File: config.mk
export PLATFORM = sky130hd
export DESIGN_NAME = bmd_decoder
export DESIGN_NICKNAME = d
export VERILOG_FILES = /design/src/shared/bmd_pkg.sv /design/src/logic/bmd_window_match.sv /design/src/logic/bmd_decoder.sv
export SDC_FILE = /design/constraint.sdc
export NUM_CORES = 1
export LEC_CHECK = 0
export BUFFER_PORTS_ARGS = -buffer_cell sky130_fd_sc_hd__buf_2
export CAP_MARGIN = 20
export CORE_MARGIN = 5
export CORE_UTILIZATION = 40
export CTS_BUF_LIST = sky130_fd_sc_hd__clkbuf_16
export DETAILED_ROUTE_END_ITERATION = 10
export GPL_TIMING_DRIVEN = 1
export MAX_ROUTING_LAYER = met4
export PLACE_DENSITY_LB_ADDON = 0.3
export SYNTH_ARGS = -nofsm -noshare
export SYNTH_HDL_FRONTEND = slang
export SYNTH_SLANG_ARGS = --single-unit
File: constraint.sdc
create_clock -name clk_sys -period 1.5 [get_ports clk_sys]
set_clock_uncertainty 0.1 [all_clocks]
set_input_delay 0 -clock clk_sys [delete_from_list [all_inputs] [get_ports clk_sys]]
set_output_delay 0 -clock clk_sys [all_outputs]
set_load 0.02 [all_outputs]
File: src/shared/bmd_pkg.sv
// Address windows, boot pattern and mode codes for the board memory decoder
package bmd_pkg;
  localparam logic [15:0] EPROM_BASE     = 16'he800;
  localparam logic [15:0] RAM_TOP        = 16'he7ff;
  localparam logic [15:0] COMMON_TOP     = 16'h7fff;
  localparam logic [7:0]  USER_PAGE      = 8'hf6;
  localparam logic [7:0]  CAN_PAGE       = 8'hf7;
  localparam logic [4:0]  XRAM_PREFIX    = 5'h1f;
  localparam logic [7:0]  BOOT_PAGE      = 8'he8;
  localparam int          XRAM_MSB       = 15;
  localparam int          XRAM_LSB       = 11;
  localparam logic [2:0]  BANK_COMMON    = 3'h6;
  localparam logic [2:0]  BANK_USER_DATA = 3'h7;
  localparam logic [2:0]  BANK_APP_LAST  = 3'h5;
  localparam int          RAM_ADDR_W     = 18;
  typedef enum logic [2:0] {
    BMD_BOOT    = 3'b001,
    BMD_RUN     = 3'b010,
    BMD_MON_OFF = 3'b100
  } bmd_boot_type;
endpackage

File: src/logic/bmd_window_match.sv
// Address window comparator for the data-space chip selects
`timescale 1ns/1ps
module bmd_window_match (
  input  wire logic [15:0] addr,
  input  wire logic        data_cycle,
  input  wire logic        xram_unmap,
  output logic             sel_user,
  output logic             sel_can,
  output logic             in_xram
);
  always_comb begin
    sel_user = data_cycle && (addr[15:8] == bmd_pkg::USER_PAGE);
    sel_can  = data_cycle && (addr[15:8] == bmd_pkg::CAN_PAGE);
    // On-chip XRAM only when the mapping bit is cleared
    in_xram  = !xram_unmap &&
               (addr[bmd_pkg::XRAM_MSB:bmd_pkg::XRAM_LSB] ==
                bmd_pkg::XRAM_PREFIX);
  end
endmodule

File: src/logic/bmd_decoder.sv
// Board memory decoder: boot relocation, banking and chip selects
`timescale 1ns/1ps
// What this block does
// - Monitor on, switches off: RAM over 0000h-E7FFh, EPROM at code E800h-FFFFh.
// - Both switches on: three pins pick a bank for 8000h-E7FFh, 0000h-7FFFh common.
// - Data accesses to F700h-F7FFh select the CAN controller in all modes.
// - Data accesses to F600h-F6FFh assert the user chip select.
// - With the XRAM mapping bit clear, F800h-FFFFh data selects nothing outside.
// - In monitor mode RAM reads on either code fetch or data read strobe.
// - RAM space reaches 58 KB unbanked and 208 KB banked.
// - At reset EPROM answers every fetch; after the first fetch from page E8h it moves to E800h.
module bmd_decoder (
  input  wire logic        clk_sys,
  input  wire logic        reset,
  input  wire logic [15:0] addr,
  input  wire logic        code_fetch,
  input  wire logic        data_read,
  input  wire logic        data_write,
  input  wire logic        monitor_on,
  input  wire logic        bank_mode_switch_a,
  input  wire logic        bank_mode_switch_b,
  input  wire logic        onchip_xram_unmap_bit,
  input  wire logic        bank_select_low_pin,
  input  wire logic        bank_select_mid_pin,
  input  wire logic        bank_select_high_pin,
  output logic             cs_ram,
  output logic             cs_eprom,
  output logic             cs_can,
  output logic             cs_user,
  output logic             ram_read,
  output logic             ram_write,
  output logic [17:0]      ram_addr,
  output logic             monitor_running,
  output logic             bank_config_bad
);
  bmd_pkg::bmd_boot_type boot_reg;
  bmd_pkg::bmd_boot_type boot_next;
  logic cs_ram_reg, cs_ram_next;
  logic cs_eprom_reg, cs_eprom_next;
  logic cs_can_reg, cs_can_next;
  logic cs_user_reg, cs_user_next;
  logic ram_read_reg, ram_read_next;
  logic ram_write_reg, ram_write_next;
  logic [17:0] ram_addr_reg, ram_addr_next;
  logic bad_reg, bad_next;
  logic sel_user, sel_can, in_xram;
  logic data_cycle, banked;
  logic [2:0] bank;

  assign data_cycle = data_read || data_write;
  assign bank = {bank_select_high_pin, bank_select_mid_pin,
                 bank_select_low_pin};

  bmd_window_match u_match (
    .addr       (addr),
    .data_cycle (data_cycle),
    .xram_unmap (onchip_xram_unmap_bit),
    .sel_user   (sel_user),
    .sel_can    (sel_can),
    .in_xram    (in_xram)
  );

  // Boot state: EPROM everywhere until the first fetch from the boot page
  always_comb begin
    boot_next = boot_reg;
    unique case (boot_reg)
      bmd_pkg::BMD_BOOT: begin
        if (!monitor_on)
          boot_next = bmd_pkg::BMD_MON_OFF;
        else if (code_fetch && addr[15:8] == bmd_pkg::BOOT_PAGE)
          boot_next = bmd_pkg::BMD_RUN;
      end
      bmd_pkg::BMD_RUN: begin
        if (!monitor_on)
          boot_next = bmd_pkg::BMD_MON_OFF;
      end
      bmd_pkg::BMD_MON_OFF: begin
        if (monitor_on)
          boot_next = bmd_pkg::BMD_BOOT;
      end
      default: boot_next = bmd_pkg::BMD_BOOT;
    endcase
  end

  always_comb begin
    banked = bank_mode_switch_a && bank_mode_switch_b;
    // Mixed switch settings are flagged; mapping falls back to unbanked
    bad_next = bank_mode_switch_a ^ bank_mode_switch_b;
    cs_can_next  = sel_can && !in_xram;
    cs_user_next = sel_user && !in_xram;
    cs_eprom_next = 1'b0;
    cs_ram_next = 1'b0;
    ram_read_next = 1'b0;
    ram_write_next = 1'b0;
    ram_addr_next = {2'b00, addr};
    if (banked && addr > bmd_pkg::COMMON_TOP) begin
      // Banked window sits above the common 32 KB: 6.5 x 32 KB = 208 KB
      ram_addr_next = {bank, addr[14:0]};
    end else if (banked) begin
      ram_addr_next = {bmd_pkg::BANK_COMMON, addr[14:0]};
    end
    unique case (boot_reg)
      bmd_pkg::BMD_BOOT: begin
        cs_eprom_next = code_fetch;
      end
      bmd_pkg::BMD_RUN: begin
        if (addr >= bmd_pkg::EPROM_BASE) begin
          cs_eprom_next = code_fetch;
        end else begin
          // Code and data share one RAM, so writes alter code
          cs_ram_next = code_fetch || data_cycle;
          ram_read_next = code_fetch || data_read;
          ram_write_next = data_write;
        end
      end
      bmd_pkg::BMD_MON_OFF: begin
        cs_eprom_next = code_fetch;
        if (data_cycle && addr <= bmd_pkg::RAM_TOP) begin
          cs_ram_next = 1'b1;
          ram_read_next = data_read;
          ram_write_next = data_write;
        end
      end
      default: cs_eprom_next = 1'b0;
    endcase
  end

  always_ff @(posedge clk_sys) begin
    if (reset) begin
      boot_reg <= bmd_pkg::BMD_BOOT;
      cs_ram_reg <= 1'b0;
      cs_eprom_reg <= 1'b0;
      cs_can_reg <= 1'b0;
      cs_user_reg <= 1'b0;
      ram_read_reg <= 1'b0;
      ram_write_reg <= 1'b0;
      ram_addr_reg <= 18'h00000;
      bad_reg <= 1'b0;
    end else begin
      boot_reg <= boot_next;
      cs_ram_reg <= cs_ram_next;
      cs_eprom_reg <= cs_eprom_next;
      cs_can_reg <= cs_can_next;
      cs_user_reg <= cs_user_next;
      ram_read_reg <= ram_read_next;
      ram_write_reg <= ram_write_next;
      ram_addr_reg <= ram_addr_next;
      bad_reg <= bad_next;
    end
  end

  assign cs_ram = cs_ram_reg;
  assign cs_eprom = cs_eprom_reg;
  assign cs_can = cs_can_reg;
  assign cs_user = cs_user_reg;
  assign ram_read = ram_read_reg;
  assign ram_write = ram_write_reg;
  assign ram_addr = ram_addr_reg;
  assign monitor_running = (boot_reg == bmd_pkg::BMD_RUN);
  assign bank_config_bad = bad_reg;
endmodule

== Yosys cells after proc, flatten, opt, wreduce, memory -nomap -nowiden ==
Index checks and enable logic that the tools add are counted.

* Add/subtract/negate cells: 0
* Multiply operators: 0
* Div/mod/pow operators: 0
* $lt $le $gt $ge: 3
* Equal/unequal tests: 10
* Shifts and indexed selects: 0
* Muxes and demuxes: 18
* Bitwise gates (word level): 1
* Reductions and logical operators: 16

{| class="wikitable"
|+ Operators by type and width
! kind !! count
|-
| 18-bit 2-to-1 mux || 2
|-
| 8-bit == test (second input constant) || 3
|-
| 16-bit greater-or-equal comparator (second input constant) || 1
|-
| 16-bit by 15-bit > comparator with 1-bit output (second input constant) || 1
|-
| 16-bit less-or-equal comparator (second input constant) || 1
|-
| 3-bit 2-to-1 mux || 4
|-
| 1-bit logical AND || 9
|-
| 3-bit one-hot mux with 3 select lines || 1
|-
| 1-bit one-hot mux with 2 select lines || 4
|-
| 1-bit 2-to-1 mux || 7
|-
| 5-bit == test (second input constant) || 1
|-
| 2-bit inequality test (second input constant) || 2
|-
| 3-bit by 1-bit == test with 1-bit output (second input constant) || 1
|-
| 3-bit by 2-bit == test with 1-bit output (second input constant) || 1
|-
| 3-bit == test (second input constant) || 1
|-
| 1-bit logical OR || 3
|-
| 3-bit inequality test (second input constant) || 1
|-
| 3-bit AND reduction || 1
|-
| 1-bit zero test || 2
|-
| 2-bit OR reduction || 1
|-
| 1-bit XOR || 1
|}

* Register bits after elaboration: 28
* Latch bits: 0
* Bits in writable memories: 0
* Bits in read-only memories: 0
* Input bits: 28
* Output and inout port bits: 26
* Word-level logic and storage cells: 57
* Memories kept: 0

== Depth between registers and ports, before layout ==
* Depth after elaboration: 5
* Gate-level depth with buffers: 4
* Depth with buffers taken out: 4

== By module ==
Synthesis repeated with hierarchy kept, for this count alone.

* Cells, all modules: 99
* Area, all modules: 984.7 um^2

{| class="wikitable"
|+ Modules (own cells, without submodules)
! module !! times used !! cells an instance !! area each (um^2) !! seq. area each (um^2)
|-
| bmd_decoder || 1 || 93 || 948.4 || 560.5
|-
| bmd_window_match || 1 || 6 || 36.3 || 0.0
|}

== Least setup slack after synthesis ==
OpenSTA, ideal clock, no wires.

* Path kind: reg-to-reg
* Start point: reg boot_reg[1]
* End point: reg ram_read_reg (netlist: ram_read)
* Library setup time: 0.073 ns
* Data arrival time: 1.119 ns
* Required time: 1.327 ns
* Setup slack: 0.208 ns
* Cell stages (with the launch flop): 5
* Path buffers: 0
* Clock period less this slack: 1.292 ns
* Cells stage by stage: dfxtp_1 or3b_1 clkinv_1 a21oi_1 nor3_2

* Word-level cells in the longest chain between the ends: 2
* Elaborated cells between the ends (all ways): 3
* Classes of those cells: eq/ne: 2; mux: 1

{| class="wikitable"
|+ Ends and longest elaborated chain
! element !! RTL line !! source
|-
| from (decl) || bmd_decoder.sv:36 || <nowiki>bmd_pkg::bmd_boot_type boot_reg;</nowiki>
|-
| from (signal assigned) || bmd_decoder.sv:130 || <nowiki>boot_reg <= bmd_pkg::BMD_BOOT;</nowiki>
|-
| from (signal assigned) || bmd_decoder.sv:140 || <nowiki>boot_reg <= boot_next;</nowiki>
|-
| 3-bit by 2-bit == test with 1-bit output || - ||
|-
| net monitor_running || bmd_decoder.sv:33 || <nowiki>output logic monitor_running,</nowiki>
|-
| 1-bit one-hot mux with 2 select lines || bmd_decoder.sv:102 || <nowiki>unique case (boot_reg)</nowiki>
|-
| to (signal assigned) || bmd_decoder.sv:145 || <nowiki>ram_read_reg <= ram_read_next;</nowiki>
|-
| to (decl) || bmd_decoder.sv:42 || <nowiki>logic ram_read_reg, ram_read_next;</nowiki>
|}

The timed path passes the listed nets, and every way through them passes these cells.
A chain may end at the register's enable or synchronous reset.

== Worst setup path in the final report ==
* Start point: reg boot_reg[1]
* End point: out monitor_running

* Word-level cells in the longest chain between the ends: 1

{| class="wikitable"
|+ Ends and longest elaborated chain
! element !! RTL line !! source
|-
| 3-bit by 2-bit == test with 1-bit output || bmd_decoder.sv:159 || <nowiki>assign monitor_running = (boot_reg == bmd_pkg::BMD_RUN);</nowiki>
|-
| to (decl) || bmd_decoder.sv:33 ||
|}

Every way passes these cells.

==> results.sh <==
export IMPL_grt_max_degree=24
export IMPL_area_growth_pct=65.7
export IMPL_timing_fmax_mhz=701
export IMPL_num_fill_cells=171
export IMPL_cts_tree="done"
export IMPL_ant_nets=0
export IMPL_end_kind="output port"
export IMPL_grt_pass1_vias=998
export IMPL_clk_latency_ns=0.26
export IMPL_ys_top_cells_by_area="dfxtp_1, nor2b_1, a21oi_1"
export IMPL_worst_pin_slew_ns=0.425
export IMPL_syn_area_per_cell_um2=10.8
export IMPL_synth_area_um2=952
export IMPL_antenna_cells=0
export IMPL_wl_per_cell_um=13.3
export IMPL_yosys_area_top_type="dfxtp_1"
export IMPL_seq_power_share_pct=48.8
export IMPL_core_area_um2=2230
export IMPL_dieWidth_um=58.8
export IMPL_dp_hpwl_um=1660
export IMPL_p_int_mw=1.26
export IMPL_via_per_inst=4.81
export IMPL_firstDrtPassIters=4
export IMPL_max_slew_margin_rel_pct=71.7
export IMPL_final_nets=198
export IMPL_ir_drop_v=0.00106
export IMPL_cts_htree_levels=1
export IMPL_seq_area_um2=562
export IMPL_multi_input_comb_area_um2=365
export IMPL_hold_violations=0
export IMPL_crit_arrival_ns=1.33
export IMPL_antenna_found_initial=0
export IMPL_synth_top_cell_area_share_pct=58.9
export IMPL_grt_overflow_total=0
export IMPL_grtUsageTotal_pct=16.0
export IMPL_cp_max_fo=8
export IMPL_syn_nets=117
export IMPL_die_height_um=58.8
export IMPL_r2r_cells=3
export IMPL_grtUsageMet2_pct=30.1
export IMPL_yosys_top_cells_count="dfxtp_1, nor2b_1, a21oi_1"
export IMPL_powerDensity_nw_per_um2=1020
export IMPL_met3_usage_pct=2.85
export IMPL_busiest_layer="met2"
export IMPL_setup_viol=0
export IMPL_crit_required_ns=1.40
export IMPL_grt_pass1_wl_um=4240
export IMPL_grtUsageMet1_pct=17.0
export IMPL_crit_type="register to output port"
export IMPL_leakage_nw=0.756
export IMPL_hold_depth=2
export IMPL_drc=0
export IMPL_routabilityCongestion=0.799
export IMPL_cts_clk_slew_worst_paths_ns=0.07
export IMPL_final_min_clock_period_ns=1.43
export IMPL_min_path_type="input pin to register"
export IMPL_p_clk_share_pct=36.6
export IMPL_p_sw_mw=0.360
export IMPL_row_count=17
export IMPL_drive_gt1_share_pct=36.9
export IMPL_status="finished clean"
export IMPL_pwr_share_comb_pct=14.6
export IMPL_yosys_warnings=0
export IMPL_syn_inst=88
export IMPL_ys_flop_type="dfxtp_1"
export IMPL_finalSetupTns_ns=0
export IMPL_ys_seq_elements=28
export IMPL_yosysMostFrequentCell="dfxtp_1"
export IMPL_drt_total_wl_um=2610
export IMPL_switching_share_pct=22.3
export IMPL_start_util_pct=42.6
export IMPL_drv_cap=0
export IMPL_die_area_um2=3460
export IMPL_ys_types=31
export IMPL_pin_count=54
export IMPL_drt_iter0_drc=8
export IMPL_async_flop_share_pct=0
export IMPL_power_mw=1.62
export IMPL_port_buffers=52
export IMPL_num_vias=942
export IMPL_post_route_period_util_pct=95.0
export IMPL_cts_buffers=3
export IMPL_yosysSeqAreaShare_pct=58.9
export IMPL_rsz0062_at_grt="false"
export IMPL_ctsRootBufferMaster="clkbuf_16"
export IMPL_largest_reg_flops=18
export IMPL_slew_viol_final=0
export IMPL_clock_path_buffers=2
export IMPL_cts_sinks=28
export IMPL_synth_edff_count=0
export IMPL_critPathLaunchType="register"
==> per-layer routing <==
metal / share of wire, % / up-vias
met4: 1.6 / 0
met2: 52 / 39
met5: 0 / -
met3: 7.6 / 6
met1: 39 / 441
li1: - / 456
==> per-stage QoR <==
step           hold WS [ns]  cell area (um2)  worst slack [ns]  std cells  utilization, %
2_1_floorplan       -0.0307              952             0.208         88               -
3_3_place_gp         0.0964             1240             0.211        166            55.5
3_5_place_dp          0.104             1240             0.177        166            55.5
4_1_cts              0.0420             1570            0.0131        195            70.3
5_1_grt              0.0790             1580            0.0255        196            70.6
6_report             0.0503             1580            0.0744        196            70.6
==> final cells by class <==
class / instances / area share, %
inverters: 5 / 1.19
multi-input cells: 53 / 23.2
well taps: 28 / 2.22
clock buffers: 3 / 4.76
repair buffers: 78 / 32.8
clock inverters: 1 / 0.238
flip-flops and latches: 28 / 35.6
==> worst paths after layout <==
check / slack, ns / end / startpoint
max: 0.07 / monitor_running / boot_reg[1]
min: 0.05 / ram_addr[8] / reset
max reg2reg: 0.23 / boot_reg[0] / boot_reg[2]
min reg2reg: 0.43 / boot_reg[1] / boot_reg[2]
==> logic make-up after synthesis <==
kind of cell / synth area share (%)
simple gates: 28.8
flops: 58.9
xor+xnor: 0.920
buf+inv: 2.76
fa+ha+maj: 1.31
compound gates: 7.36
==> cell usage in the layout, fill, tap and decap left out, drive strengths merged <==
cell type	Yosys	final
or3	1	1
o2111ai	1	1
nor3b	2	2
dfxtp	28	28
dlygate4sd3	0	25
nand2b	1	1
o22ai	1	1
a21oi	5	5
a32oi	1	1
or2	1	1
o21a	1	1
nand4b	1	1
clkbuf	1	3
nor2b	17	17
or3b	1	1
nor2	4	4
nor4b	2	2
nand2	2	2
and3	1	1
and4bb	1	1
o21ai	1	1
nand4	1	1
nor3	2	2
and3b	2	2
and2b	1	1
clkinv	1	2
buf	1	53
ha	1	1
inv	4	4
xnor2	1	1
a31o	1	1
==> power groups by stage <==
stage | clock (mW) | sequential [mW] | combinational [mW]
after floorplan | 0 | 0.844 | 0.0619
after global placement | 0 | 0.804 | 0.176
after detailed placement | 0 | 0.805 | 0.181
after CTS | 0.597 | 0.789 | 0.231
after global routing | 0.631 | 0.793 | 0.259
final | 0.591 | 0.789 | 0.237
==> critical path: stages (launching register included) <==
cell and delay, ns:
dfxtp_2 0.39, or3b_1 0.44, clkinv_1 0.08, buf_2 0.16
==> repair_timing <==
action | in CTS | in global routing
setup endpoints to repair | 1 | 1
hold buffers | 25 | 1
pin swaps | 0 | 0
buffers inserted | 0 | 1
resized for setup | 1 | 0
hold endpoints to repair | 26 | 1
Power figures use the tool's default switching activity.
